$ cat config.mk
export PLATFORM = sky130hd
export DESIGN_NAME = pilp_ctrl
export DESIGN_NICKNAME = d
export VERILOG_FILES = /design/src/design/pilp_pkg.sv /design/src/design/pilp_ctrl.sv
export SDC_FILE = /design/constraint.sdc
export NUM_CORES = 1
export LEC_CHECK = 0
export BUFFER_PORTS_ARGS = -buffer_cell sky130_fd_sc_hd__buf_2
export CORE_MARGIN = 8
export CORE_UTILIZATION = 60
export DETAILED_ROUTE_END_ITERATION = 12
export GPL_ROUTABILITY_DRIVEN = 0
export MAX_ROUTING_LAYER = met4
export PLACE_DENSITY = 0.81
export SYNTH_ARGS = -nofsm -noshare
export SYNTH_HDL_FRONTEND = slang
export SYNTH_SLANG_ARGS = --single-unit
$ cat constraint.sdc
create_clock -name mclk_i -period 6.5 [get_ports mclk_i]
set_clock_uncertainty 0.15 [all_clocks]
set_input_delay 1.3 -clock mclk_i [delete_from_list [all_inputs] [get_ports mclk_i]]
set_output_delay 1.3 -clock mclk_i [all_outputs]
set_load 0.03 [all_outputs]
$ cat src/design/pilp_pkg.sv
/*
  Package for the prioritized interrupt and low-power controller.
  Holds vectors, priority indices, register field positions, reset values and timing counts.
  Assumes a single 100 MHz processor cycle clock.
*/
package pilp_pkg;
  // Register offsets on the plain register port
  localparam logic [3:0] OFF_MASK       = 4'h0;
  localparam logic [3:0] OFF_CTRL       = 4'h1;
  localparam logic [3:0] OFF_FORCE_CLR  = 4'h2;
  localparam logic [3:0] OFF_PEND       = 4'h3;
  localparam logic [3:0] OFF_STATUS     = 4'h4;
  localparam logic [3:0] OFF_LOWPOWER   = 4'h5;
  localparam logic [3:0] OFF_STACK_TOP  = 4'h6;

  // Source count and priority index, 0 = highest maskable (power-down is separate)
  localparam int NUM_SRC = 10;
  localparam int SRC_CFG   = 0;
  localparam int SRC_LVLB  = 1;
  localparam int SRC_LVLA  = 2;
  localparam int SRC_SPA_TX = 3;
  localparam int SRC_SPA_RX = 4;
  localparam int SRC_EDGE  = 5;
  localparam int SRC_BYTE_DMA_PORT  = 6;
  localparam int SRC_ALTB  = 7;
  localparam int SRC_ALTA  = 8;
  localparam int SRC_TIMER = 9;

  // Vector addresses
  localparam logic [15:0] VEC_RESET = 16'h0000;
  localparam logic [15:0] VEC_PWD   = 16'h002C;
  localparam logic [15:0] VEC_CFG   = 16'h0004;
  localparam logic [15:0] VEC_LVLB  = 16'h0008;
  localparam logic [15:0] VEC_LVLA  = 16'h000C;
  localparam logic [15:0] VEC_SPATX = 16'h0010;
  localparam logic [15:0] VEC_SPARX = 16'h0014;
  localparam logic [15:0] VEC_EDGE  = 16'h0018;
  localparam logic [15:0] VEC_BYTE_DMA_PORT  = 16'h001C;
  localparam logic [15:0] VEC_ALTB  = 16'h0020;
  localparam logic [15:0] VEC_ALTA  = 16'h0024;
  localparam logic [15:0] VEC_TIMER = 16'h0028;

  // Control register fields
  localparam int CTRL_SENSE_ALTA = 0;   // 1 = edge
  localparam int CTRL_SENSE_ALTB = 1;
  localparam int CTRL_SENSE_CFG  = 2;
  localparam int CTRL_NEST       = 4;   // 1 = nested
  localparam int CTRL_SPB_ALT    = 5;   // serial port B as request pins
  localparam int CTRL_CYCLE_CLOCK_OUT_DIS = 6;
  localparam int CTRL_POWERUP_CONTEXT_BIT       = 7;   // context clear on power-up
  localparam int CTRL_OSC_OFF    = 8;   // oscillator stopped in power-down
  localparam logic [8:0] CTRL_RESET = 9'h000;
  localparam logic [9:0] MASK_RESET = 10'h000;

  // Force/clear word: [9:0] force, [19:10] clear, bit 20 power-down force
  localparam int FC_CLR_LSB = 10;
  localparam int FC_PWD_FORCE = 20;

  // Low-power command word: [1:0] kind, [3:2] divisor code
  localparam logic [1:0] LP_NONE = 2'h0;
  localparam logic [1:0] LP_IDLE = 2'h1;
  localparam logic [1:0] LP_PWD  = 2'h2;

  localparam int STACK_DEPTH = 12;

  // Timing: input clock is half the cycle clock
  localparam int CLK_MHZ           = 100;
  localparam int INPUT_CLOCK_PER_CYCLE_X2 = 1;   // one input clock = two cycles
  localparam int WAKE_FAST_INPUT_CLOCK   = 200;
  localparam int WAKE_SLOW_INPUT_CLOCK   = 4096;
  localparam int WAKE_FAST_CYC     = WAKE_FAST_INPUT_CLOCK * 2 * INPUT_CLOCK_PER_CYCLE_X2;
  localparam int WAKE_SLOW_CYC     = WAKE_SLOW_INPUT_CLOCK * 2 * INPUT_CLOCK_PER_CYCLE_X2;
endpackage : pilp_pkg

$ cat src/design/pilp_ctrl.sv
/*
  Prioritized interrupt controller with power-down, idle and slow-idle sequencing.
  Assumes request pins are synchronous, active high inside the core, and that the
  sequencer issues one-cycle instruction strobes (take, return, idle, enable, disable).
*/
// The strobed register port and the register offsets are this design's own decisions.
`timescale 1ns/1ps
module pilp_ctrl #(
  parameter int WAKE_FAST = pilp_pkg::WAKE_FAST_CYC,
  parameter int WAKE_SLOW = pilp_pkg::WAKE_SLOW_CYC
) (
  input  wire logic        mclk_i,
  input  wire logic        nrst_i,
  input  wire logic [3:0]  reg_addr_i,
  input  wire logic [20:0] reg_wdata_i,
  input  wire logic        reg_wr_i,
  input  wire logic        reg_rd_i,
  output logic      [20:0] reg_rdata_o,
  input  wire logic        config_sense_req_pin_i,
  input  wire logic        level_req_pin_a_i,
  input  wire logic        level_req_pin_b_i,
  input  wire logic        edge_req_pin_i,
  input  wire logic        alt_req_pin_a_i,
  input  wire logic        alt_req_pin_b_i,
  input  wire logic        serial_port_a_tx_i,
  input  wire logic        serial_port_a_rx_i,
  input  wire logic        serial_port_b_tx_i,
  input  wire logic        serial_port_b_rx_i,
  input  wire logic        byte_dma_port_i,
  input  wire logic        timer_i,
  input  wire logic        powerdown_request_pin_i,
  output logic             powerdown_ack_pin_o,
  input  wire logic        take_i,
  input  wire logic        rti_i,
  input  wire logic        global_int_enable_instr_i,
  input  wire logic        global_int_disable_instr_i,
  input  wire logic        push_i,
  input  wire logic        pop_i,
  input  wire logic [15:0] status_i,
  input  wire logic [1:0]  lp_cmd_i,
  input  wire logic [1:0]  lp_div_i,
  input  wire logic        lp_div_valid_i,
  input  wire logic        steal_req_i,
  output logic             steal_gnt_o,
  output logic             irq_o,
  output logic      [15:0] vector_o,
  output logic      [15:0] stack_top_o,
  output logic             stack_ovf_o,
  output logic             cycle_en_o,
  output logic             cycle_clock_out_o,
  output logic             context_clear_o,
  output logic             run_o
);
  typedef enum logic [1:0] {PILP_RUN, PILP_IDLE, PILP_DOWN, PILP_WAKE} pilp_state_t;

  // Reset synchroniser; first flop read only by the second
  logic rst_s1_q, rst_s2_q;
  always_ff @(posedge mclk_i or negedge nrst_i) begin
    if (!nrst_i) begin
      rst_s1_q <= 1'b0;
      rst_s2_q <= 1'b0;
    end else begin
      rst_s1_q <= 1'b1;
      rst_s2_q <= rst_s1_q;
    end
  end
  wire rst_n = rst_s2_q;

  // Priority encoder, used for both pending and in-service selection
  function automatic logic [3:0] pilp_first(input logic [9:0] v);
    pilp_first = 4'hF;
    for (int i = pilp_pkg::NUM_SRC - 1; i >= 0; i--) begin
      if (v[i]) pilp_first = 4'(i);
    end
  endfunction : pilp_first

  function automatic logic [15:0] pilp_vec(input logic [3:0] idx);
    case (idx)
      4'h0:    pilp_vec = pilp_pkg::VEC_CFG;
      4'h1:    pilp_vec = pilp_pkg::VEC_LVLB;
      4'h2:    pilp_vec = pilp_pkg::VEC_LVLA;
      4'h3:    pilp_vec = pilp_pkg::VEC_SPATX;
      4'h4:    pilp_vec = pilp_pkg::VEC_SPARX;
      4'h5:    pilp_vec = pilp_pkg::VEC_EDGE;
      4'h6:    pilp_vec = pilp_pkg::VEC_BYTE_DMA_PORT;
      4'h7:    pilp_vec = pilp_pkg::VEC_ALTB;
      4'h8:    pilp_vec = pilp_pkg::VEC_ALTA;
      default: pilp_vec = pilp_pkg::VEC_TIMER;
    endcase
  endfunction : pilp_vec

  logic [9:0]  mask_q, edge_pend_q, insvc_q, raw_prev_q, force_q;
  logic [8:0]  ctrl_q;
  logic        gie_q, mask_hold_q, pwd_pend_q, pwd_prev_q, pwd_insvc_q;
  logic [15:0] stk_q [pilp_pkg::STACK_DEPTH];
  logic [3:0]  sp_q;
  logic        ovf_q;
  pilp_state_t st_q;
  logic [13:0] wake_cnt_q;
  logic [7:0]  div_cnt_q, div_n_q;
  logic        clk_div_q;
  logic [20:0] rdata_q;

  // Register decode
  wire wr_mask = reg_wr_i && (reg_addr_i == pilp_pkg::OFF_MASK);
  wire wr_ctrl = reg_wr_i && (reg_addr_i == pilp_pkg::OFF_CTRL);
  wire wr_fc   = reg_wr_i && (reg_addr_i == pilp_pkg::OFF_FORCE_CLR);
  wire [9:0] fc_set = wr_fc ? reg_wdata_i[9:0] : 10'h000;
  wire [9:0] fc_clr = wr_fc ? reg_wdata_i[pilp_pkg::FC_CLR_LSB +: 10] : 10'h000;
  wire sw_pwd  = wr_fc && reg_wdata_i[pilp_pkg::FC_PWD_FORCE];

  // Raw requests; serial port B lines turn into request pins when reconfigured
  wire spb_alt = ctrl_q[pilp_pkg::CTRL_SPB_ALT];
  wire [9:0] raw;
  assign raw[pilp_pkg::SRC_CFG]    = config_sense_req_pin_i;
  assign raw[pilp_pkg::SRC_LVLB]   = level_req_pin_b_i;
  assign raw[pilp_pkg::SRC_LVLA]   = level_req_pin_a_i;
  assign raw[pilp_pkg::SRC_SPA_TX] = serial_port_a_tx_i;
  assign raw[pilp_pkg::SRC_SPA_RX] = serial_port_a_rx_i;
  assign raw[pilp_pkg::SRC_EDGE]   = edge_req_pin_i;
  assign raw[pilp_pkg::SRC_BYTE_DMA_PORT]   = byte_dma_port_i;
  assign raw[pilp_pkg::SRC_ALTB]   = spb_alt ? alt_req_pin_b_i : serial_port_b_tx_i;
  assign raw[pilp_pkg::SRC_ALTA]   = spb_alt ? alt_req_pin_a_i : serial_port_b_rx_i;
  assign raw[pilp_pkg::SRC_TIMER]  = timer_i;

  // Sense per source: fixed for level/edge pins and on-chip sources, selectable for the three others
  wire [9:0] is_edge;
  assign is_edge[0]   = ctrl_q[pilp_pkg::CTRL_SENSE_CFG];
  assign is_edge[2:1] = 2'b00;
  assign is_edge[4:3] = 2'b11;
  assign is_edge[5]   = 1'b1;
  assign is_edge[6]   = 1'b1;
  assign is_edge[7]   = spb_alt ? ctrl_q[pilp_pkg::CTRL_SENSE_ALTB] : 1'b1;
  assign is_edge[8]   = spb_alt ? ctrl_q[pilp_pkg::CTRL_SENSE_ALTA] : 1'b1;
  assign is_edge[9]   = 1'b1;

  wire [9:0] rise    = raw & ~raw_prev_q;
  wire [9:0] pending = (edge_pend_q | (raw & ~is_edge) | force_q);
  wire [9:0] unmasked = pending & mask_q & {10{~mask_hold_q}};
  wire [3:0] best     = pilp_first(unmasked);
  wire [3:0] cur      = pilp_first(insvc_q);
  wire nest = ctrl_q[pilp_pkg::CTRL_NEST];
  wire any_svc = (|insvc_q) || pwd_insvc_q;
  wire can_take = nest ? (best < cur) && !pwd_insvc_q : !any_svc;
  wire pwd_req  = pwd_pend_q && !pwd_insvc_q;
  wire mask_req = (best != 4'hF) && can_take;
  wire irq_d    = gie_q && (st_q != PILP_DOWN) && (st_q != PILP_WAKE)
                  && (pwd_req || mask_req);
  wire [15:0] vec_d = pwd_req ? pilp_pkg::VEC_PWD : pilp_vec(best);
  wire take_m = take_i && irq_d && !pwd_req;
  wire [9:0] take_bit = take_m ? (10'h001 << best) : 10'h000;
  wire [9:0] ret_bit  = (rti_i && !pwd_insvc_q) ? (10'h001 << cur) : 10'h000;

  // Mask, control, global enable and the one-cycle hold after a mask write
  always_ff @(posedge mclk_i or negedge rst_n) begin
    if (!rst_n) begin
      mask_q      <= pilp_pkg::MASK_RESET;
      ctrl_q      <= pilp_pkg::CTRL_RESET;
      mask_hold_q <= 1'b0;
      gie_q       <= 1'b1;
    end else begin
      if (wr_mask) mask_q <= reg_wdata_i[9:0];
      if (wr_ctrl) ctrl_q <= reg_wdata_i[8:0];
      mask_hold_q <= wr_mask;
      if (global_int_disable_instr_i) gie_q <= 1'b0;
      else if (global_int_enable_instr_i) gie_q <= 1'b1;
    end
  end

  // Edge latches and forced bits; a new edge or force beats a same-cycle clear
  always_ff @(posedge mclk_i or negedge rst_n) begin
    if (!rst_n) begin
      edge_pend_q <= 10'h000;
      force_q     <= 10'h000;
      raw_prev_q  <= 10'h000;
      insvc_q     <= 10'h000;
    end else begin
      raw_prev_q  <= raw;
      edge_pend_q <= ((edge_pend_q & ~fc_clr & ~take_bit) | (rise & is_edge));
      force_q     <= ((force_q & ~fc_clr & ~take_bit) | fc_set);
      insvc_q     <= (insvc_q & ~ret_bit) | take_bit;
    end
  end

  // Power-down interrupt: edge of pin or software force
  always_ff @(posedge mclk_i or negedge rst_n) begin
    if (!rst_n) begin
      pwd_prev_q  <= 1'b0;
      pwd_pend_q  <= 1'b0;
      pwd_insvc_q <= 1'b0;
    end else begin
      pwd_prev_q <= powerdown_request_pin_i;
      if ((powerdown_request_pin_i && !pwd_prev_q) || sw_pwd) pwd_pend_q <= 1'b1;
      else if (take_i && pwd_req && gie_q) pwd_pend_q <= 1'b0;
      if (take_i && pwd_req && irq_d) pwd_insvc_q <= 1'b1;
      else if (rti_i && pwd_insvc_q) pwd_insvc_q <= 1'b0;
    end
  end

  // Status stack, twelve deep, shared by interrupts, loops and calls
  wire push_any = push_i || (take_i && irq_d);
  wire pop_any  = pop_i || rti_i;
  always_ff @(posedge mclk_i or negedge rst_n) begin
    if (!rst_n) begin
      sp_q  <= 4'h0;
      ovf_q <= 1'b0;
    end else if (push_any && !pop_any) begin
      if (sp_q == 4'(pilp_pkg::STACK_DEPTH)) ovf_q <= 1'b1;
      else sp_q <= sp_q + 4'h1;
    end else if (pop_any && !push_any && sp_q != 4'h0) begin
      sp_q <= sp_q - 4'h1;
    end
  end
  // Stack storage has no reset; pointer alone defines contents
  always_ff @(posedge mclk_i) begin
    if (push_any && !pop_any && sp_q < 4'(pilp_pkg::STACK_DEPTH)) stk_q[sp_q] <= status_i;
  end

  // Low-power sequencer
  wire wake_any = (|(pending & mask_q)) || pwd_pend_q;
  wire div_tick = (div_cnt_q == 8'h00);
  always_ff @(posedge mclk_i or negedge rst_n) begin
    if (!rst_n) begin
      st_q       <= PILP_RUN;
      wake_cnt_q <= 14'h0000;
      div_n_q    <= 8'h00;
      div_cnt_q  <= 8'h00;
    end else begin
      div_cnt_q <= div_tick ? div_n_q : div_cnt_q - 8'h01;
      case (st_q)
        PILP_RUN: begin
          if (lp_cmd_i == pilp_pkg::LP_IDLE) begin
            st_q    <= PILP_IDLE;
            div_n_q <= lp_div_valid_i ? (8'h0F << lp_div_i) | 8'h0F : 8'h00;
          end else if (lp_cmd_i == pilp_pkg::LP_PWD) begin
            st_q <= PILP_DOWN;
          end
        end
        PILP_IDLE: begin
          if (wake_any && div_tick) begin
            st_q      <= PILP_RUN;
            div_n_q   <= 8'h00;
            div_cnt_q <= 8'h00;                  // Stale count would stall run clock
          end
        end
        PILP_DOWN: begin
          if (pwd_pend_q || (powerdown_request_pin_i && !pwd_prev_q)) begin
            st_q       <= PILP_WAKE;
            wake_cnt_q <= ctrl_q[pilp_pkg::CTRL_OSC_OFF] ? 14'(WAKE_SLOW - 1)
                                                         : 14'(WAKE_FAST - 1);
          end
        end
        PILP_WAKE: begin
          if (wake_cnt_q == 14'h0000) st_q <= PILP_RUN;
          else wake_cnt_q <= wake_cnt_q - 14'h0001;
        end
        default: st_q <= PILP_RUN;
      endcase
    end
  end

  // Cycle clock output divided alongside slow idle, gateable
  always_ff @(posedge mclk_i or negedge rst_n) begin
    if (!rst_n) clk_div_q <= 1'b0;
    else if (div_tick) clk_div_q <= ~clk_div_q;
  end

  // Read data one cycle after strobe; force/clear reads as zero
  wire [20:0] rd_mux =
    (reg_addr_i == pilp_pkg::OFF_MASK)      ? {11'h000, mask_q} :
    (reg_addr_i == pilp_pkg::OFF_CTRL)      ? {12'h000, ctrl_q} :
    (reg_addr_i == pilp_pkg::OFF_PEND)      ? {10'h000, pwd_pend_q, pending} :
    (reg_addr_i == pilp_pkg::OFF_STATUS)    ? {10'h000, pwd_insvc_q, insvc_q} :
    (reg_addr_i == pilp_pkg::OFF_LOWPOWER)  ? {13'h0000, ovf_q, sp_q, gie_q, st_q} :
    (reg_addr_i == pilp_pkg::OFF_STACK_TOP) ? {5'h00, stack_top_o} :
                                              21'h000000;
  always_ff @(posedge mclk_i or negedge rst_n) begin
    if (!rst_n) rdata_q <= 21'h000000;
    else rdata_q <= reg_rd_i ? rd_mux : 21'h000000;
  end

  // Outputs
  assign reg_rdata_o         = rdata_q;
  assign irq_o               = irq_d;
  assign vector_o            = vec_d;
  assign stack_top_o         = (sp_q == 4'h0) ? 16'h0000 : stk_q[sp_q - 4'h1];
  assign stack_ovf_o         = ovf_q;
  assign powerdown_ack_pin_o = (st_q == PILP_DOWN);
  assign run_o               = (st_q == PILP_RUN);
  assign cycle_en_o          = (st_q == PILP_RUN) || ((st_q == PILP_IDLE) && div_tick);
  assign cycle_clock_out_o   = ~ctrl_q[pilp_pkg::CTRL_CYCLE_CLOCK_OUT_DIS] && clk_div_q;
  assign context_clear_o     = (st_q == PILP_WAKE) && (wake_cnt_q == 14'h0000)
                               && ctrl_q[pilp_pkg::CTRL_POWERUP_CONTEXT_BIT];
  assign steal_gnt_o         = steal_req_i && (st_q != PILP_DOWN);
endmodule : pilp_ctrl

# After elaboration in Yosys (flattened, before gate mapping)
# Memory sizes are Yosys's and may differ from the RTL's.
# Cells that the tools add are included.
[word_totals]
mem_bits_rw = 192
regBits = 120
out_inout_bits = 61
mem_bits_ro = 64
memories = 2
wordCells = 204
[op_classes]
n_reduce_logical = 61
n_lt_le_gt_ge = 2
n_mux = 66
shifts = 3
n_eq_ne = 22
bitwise_logic = 23
add_sub_neg = 4
[mem_list]
columns = ["memory", "depth", "word_bits", "read_ports", "rd_ports_with_merged_regs", "write_ports", "line_no", "rtl"]
rows = [
  ["stk_q", 12, 16, 1, 0, 1, "pilp_ctrl.sv:95", "logic [15:0] stk_q [pilp_pkg::STACK_DEPTH];"],
  ["(no name shown)", 16, 4, 1, 0, 0, "pilp_ctrl.sv:78", "case (idx)"],
]
[ops]
columns = ["op", "n"]
rows = [
  ["$mux 16", 9],
  ["$and 10x10->10", 10],
  ["$mux 4", 21],
  ["$not 10->10", 5],
  ["$or 10x10->10", 5],
  ["$mux 8", 6],
  ["$mux 10", 4],
  ["$logic_and 1x1->1", 28],
  ["$mux 14", 2],
  ["$pmux 14 s2", 1],
  ["$reduce_or 10->1", 2],
  ["$shl 1x4->10 const A", 2],
  ["$pmux 8 s2", 1],
  ["$logic_not 14->1", 1],
  ["$sub 14x1->14 const B", 1],
  ["$mux 1", 13],
  ["$mux 13", 1],
  ["$eq 4x3->1 const B", 3],
  ["$ne 2x2->1 const B", 6],
  ["$reduce_bool 2->1", 6],
  ["$mux 2", 5],
  ["$eq 4x2->1 const B", 2],
  ["$logic_not 4->1", 2],
  ["$logic_not 8->1", 1],
  ["other kinds (23)", 44],
]

# Longest topological paths before layout
[depth]
word_depth = 30
mapped_depth = 16
ltp_nobuf = 15

# Least setup slack after synthesis
# No wires, ideal clock.
[synth_timing]
path_kind = "input to output"
from = "input level_req_pin_b_i"
to = "output vector_o[4]"
required_time_ns = 5.050
setup_slack_ns = 1.011
arrival_time_ns = 4.039
path_stages = 6
n_path_buf = 0
path_cell_list = "or3_1 and2_4 a211o_1 o22a_1 ha_1 a2111oi_0"
[synth_between]
elab_chain_cells = 9
[synth_lines]
columns = ["item", "line_no", "rtl"]
rows = [
  ["from (decl)", "pilp_ctrl.sv:21", "input wire logic level_req_pin_b_i,"],
  ["$and 10x10->10", "pilp_ctrl.sv:138", "wire [9:0] pending = (edge_pend_q | (raw & ~is_edge) | force_q);"],
  ["$or 10x10->10 (2 in series)", "pilp_ctrl.sv:138", ""],
  ["$and 10x10->10 (2 in series)", "pilp_ctrl.sv:139", "wire [9:0] unmasked = pending & mask_q & {10{~mask_hold_q}};"],
  ["$mux 4 (2 in series)", "pilp_ctrl.sv:73", "if (v[i]) pilp_first = 4'(i);"],
  ["$mem_v2 16x4", "n/a", ""],
  ["$mux 16", "pilp_ctrl.sv:149", "wire [15:0] vec_d = pwd_req ? pilp_pkg::VEC_PWD : pilp_vec(best);"],
  ["to (decl)", "pilp_ctrl.sv:46", "output logic [15:0] vector_o,"],
]
# Every way passes these cells.

# Final worst setup path
[layout_timing]
from = "input level_req_pin_a_i"
to = "output irq_o"
[layout_between]
elab_chain_cells = 14
[layout_lines]
columns = ["item", "line_no", "rtl"]
rows = [
  ["from (decl)", "pilp_ctrl.sv:20", "input wire logic level_req_pin_a_i,"],
  ["$and 10x10->10 *", "pilp_ctrl.sv:138", ""],
  ["$or 10x10->10 * (2 in series)", "pilp_ctrl.sv:138", ""],
  ["$and 10x10->10 * (2 in series)", "pilp_ctrl.sv:139", ""],
  ["$mux 4 * (3 in series)", "pilp_ctrl.sv:73", ""],
  ["$lt 4x4->1", "pilp_ctrl.sv:144", "wire can_take = nest ? (best < cur) && !pwd_insvc_q : !any_svc;"],
  ["$logic_and 1x1->1", "pilp_ctrl.sv:144", ""],
  ["$mux 1", "pilp_ctrl.sv:144", ""],
  ["$logic_and 1x1->1 *", "pilp_ctrl.sv:146", "wire mask_req = (best != 4'hF) && can_take;"],
  ["$logic_or 1x1->1 *", "pilp_ctrl.sv:148", "&& (pwd_req || mask_req);"],
  ["$logic_and 1x1->1 *", "pilp_ctrl.sv:148", ""],
  ["to (decl)", "pilp_ctrl.sv:45", "output logic irq_o,"],
]
# Mark *: on every way between the ends. The rest lies on a longest branch, timed or not.

==> results.sh <==
export IMPL_clk_latency_ps=580
export IMPL_avgRoutedWirePerCell_microns=23.8
export IMPL_postSynthCellCount=993
export IMPL_vias_per_cell=6.36
export IMPL_hp_class="reg2async"
export IMPL_maxCapViolations=0
export IMPL_grt_max_degree=67
export IMPL_die_y_microns=167
export IMPL_synth_seq_cells=306
export IMPL_tritoncts="built"
export IMPL_power_density_nw_per_um2=462
export IMPL_antenna_found_initial=0
export IMPL_setup_viol=0
export IMPL_initial_utilization_pct=60.9
export IMPL_grt_ovfl_total=0
export IMPL_yosysWarnings=0
export IMPL_postSynthAreaPerCell_sq_um=13.8
export IMPL_syn_area_sq_um=13700
export IMPL_cts_resized=0
export IMPL_clockBufferDepth=3
export IMPL_cts_setup_buffers=0
export IMPL_grt_pass1_wl_microns=52200
export IMPL_ant_nets=0
export IMPL_hold_violations=0
export IMPL_drc=0
export IMPL_drive_gt1_share_pct=25.2
export IMPL_path_clk_slew_ps=70
export IMPL_post_route_util_pct=69.3
export IMPL_die_w_microns=167
export IMPL_final_common_cell="edfxtp_1"
export IMPL_clock_sinks=306
export IMPL_fmax_mhz=177
export IMPL_finalSetupTns_ps=0
export IMPL_synth_edf_count=192
export IMPL_ios=131
export IMPL_power_mw=7.23
export IMPL_critPathCaptureType="primary output"
export IMPL_period_share_pct=86.9
export IMPL_fp_row_count=55
export IMPL_max_vdd_ir_drop_uv=347
export IMPL_leakagePower_nw=6.12
export IMPL_dr_pass1_iters=5
export IMPL_rsz0062_at_grt="false"
export IMPL_layout_common_cells="edfxtp_1 (192), buf_2 (113), dfrtp_1 (111)"
export IMPL_status="completed"
export IMPL_drt_total_wl_microns=33700
export IMPL_syn_to_final_growth_pct=13.8
export IMPL_synth_seq_area_share_pct=62.7
export IMPL_worstPathArrival_ps=4200
export IMPL_timing_final_crit_period_ps=5650
export IMPL_tightest_slew_ps=1080
export IMPL_crit_path_max_fanout=7
export IMPL_dieArea_sq_um=28000
export IMPL_core_area_sq_um=22600
export IMPL_synthArstFlopShare_pct=37.3
export IMPL_yosysUniqueCellTypes=77
export IMPL_grt_pass1_vias=9065
export IMPL_portBuffers=113
export IMPL_maxSlewViolCount=0
export IMPL_dp_hpwl_microns=23100
export IMPL_slew_headroom_pct=28.0
export IMPL_final_nets=1192
export IMPL_required_ps=5050
export IMPL_place_ws_ps=632
export IMPL_synthFlopType="edfxtp_1"
export IMPL_layout_setup_ws_ps=851
export IMPL_cts_root_buf="clkbuf_16"
export IMPL_htree_levels=1
export IMPL_path_class="in2out"
export IMPL_drt_iter0_drc=908
export IMPL_numCtsBuffers=30
export IMPL_postCtsHoldBufs=0
export IMPL_track_usage_pct=24.5
export IMPL_start_kind="input port"
export IMPL_vias=8997
[logic make-up (layout without fill, tap and decap cells)]
| family | count (synthesis) | count (layout) | share of synthesized area (%) |
|---|---|---|---|
| buffers and inverters | 105 | 225 | 3.53 |
| AO/OA/AOI/OAI | 205 | 205 | 10.3 |
| flip-flops | 306 | 306 | 62.7 |
| adder cells (fa/ha/maj) | 15 | 15 | 1.37 |
| AND/OR/NAND/NOR | 250 | 250 | 9.47 |
| multiplexers | 98 | 98 | 11.8 |
| XOR/XNOR | 12 | 12 | 0.764 |
| other | 2 | 19 | 0.0546 |
[report_power, final]
group / switching, mW / internal [mW]
Clock: 0.768 / 1.16
Sequential: 0.218 / 2.29
Combinational: 1.74 / 1.05
[cells in the mapped netlist, drive strengths merged, types with 11 or more instances]
| cell type | n | area (sq um) |
|---|---|---|
| nor3 | 18 | 95.1 |
| mux2 | 30 | 338 |
| a21oi | 39 | 221 |
| nor2b | 14 | 87.6 |
| o21ai | 59 | 307 |
| buf | 37 | 230 |
| dfrtp | 113 | 2830 |
| edfxtp | 192 | 5770 |
| and3 | 11 | 68.8 |
| inv | 44 | 165 |
| or3 | 13 | 81.3 |
| nand3 | 18 | 90.1 |
| clkbuf | 24 | 90.1 |
| nor2 | 72 | 270 |
| mux2i | 20 | 200 |
| a211oi | 14 | 105 |
| ha | 15 | 188 |
| mux4 | 48 | 1080 |
| nand2 | 54 | 203 |
[worst max-delay path: stages]
cell and delay, ps:
buf_2 110, o31ai_1 400, nand2_1 170, nor3_2 240, and2_1 240, or2_1 240
ha_1 290, a21oi_1 150, nand2_1 70, a221o_1 360, a21oi_1 110, o21ai_0 130
a21oi_1 180, buf_2 210
[flip-flops by register name, indices dropped and copies added, names as in the netlist, 2 cells and up]
name / flops
ctrl_q: 9
div_cnt_q: 8
div_n_q: 4
edge_pend_q: 10
force_q: 10
insvc_q: 10
mask_q: 10
raw_prev_q: 8
reg_rdata_o: 16
sp_q: 4
st_q: 2
stk_q: 192
wake_cnt_q: 14
[through the flow]
step | instance area [sq um] | hold slack [ps] | cells
after floorplan | 13800 | 181 | 1009
after global placement | 14500 | 185 | 1360
final | 15700 | 171 | 1415
after global routing | 15600 | 221 | 1414
after CTS | 15600 | 188 | 1414
after detailed placement | 14500 | 192 | 1360
[area by class of cell]
cell class | count | area (sq um)
antenna | 1 | 2.50
clock buffer | 37 | 797
clock inverter | 17 | 308
fill | 1518 | 6920
inverter | 44 | 165
multi-input combinational | 598 | 4720
sequential | 306 | 8630
tap | 285 | 357
timing repair buffer | 127 | 671
[metal layers]
metal	part of all wire [%]	vias to the layer above	global-route usage, %
li1	-	3982	-
met1	40	4461	30.9
met2	48	469	38.9
met3	8.6	85	5.38
met4	4.0	0	8.93
met5	0	-	-
[final timing paths]
| kind | start | slack, ps | depth (start not counted) | endpoint |
|---|---|---|---|---|
| min in group mclk_i | rst_s1_q | 210 | 0 | rst_n |
| max in group asynchronous | rst_n | 4750 | 1 | edge_pend_q[5] |
| max reg2reg | ctrl_q[5] | 1480 | 14 | stk_q[5][12] |
| max | level_req_pin_a_i | 850 | 14 | irq_o |
| min | rst_n | 170 | 0 | reg_rdata_o[13] |
| min reg2reg | rst_n | 170 | 0 | reg_rdata_o[13] |
(Power assumes the default switching activity.)
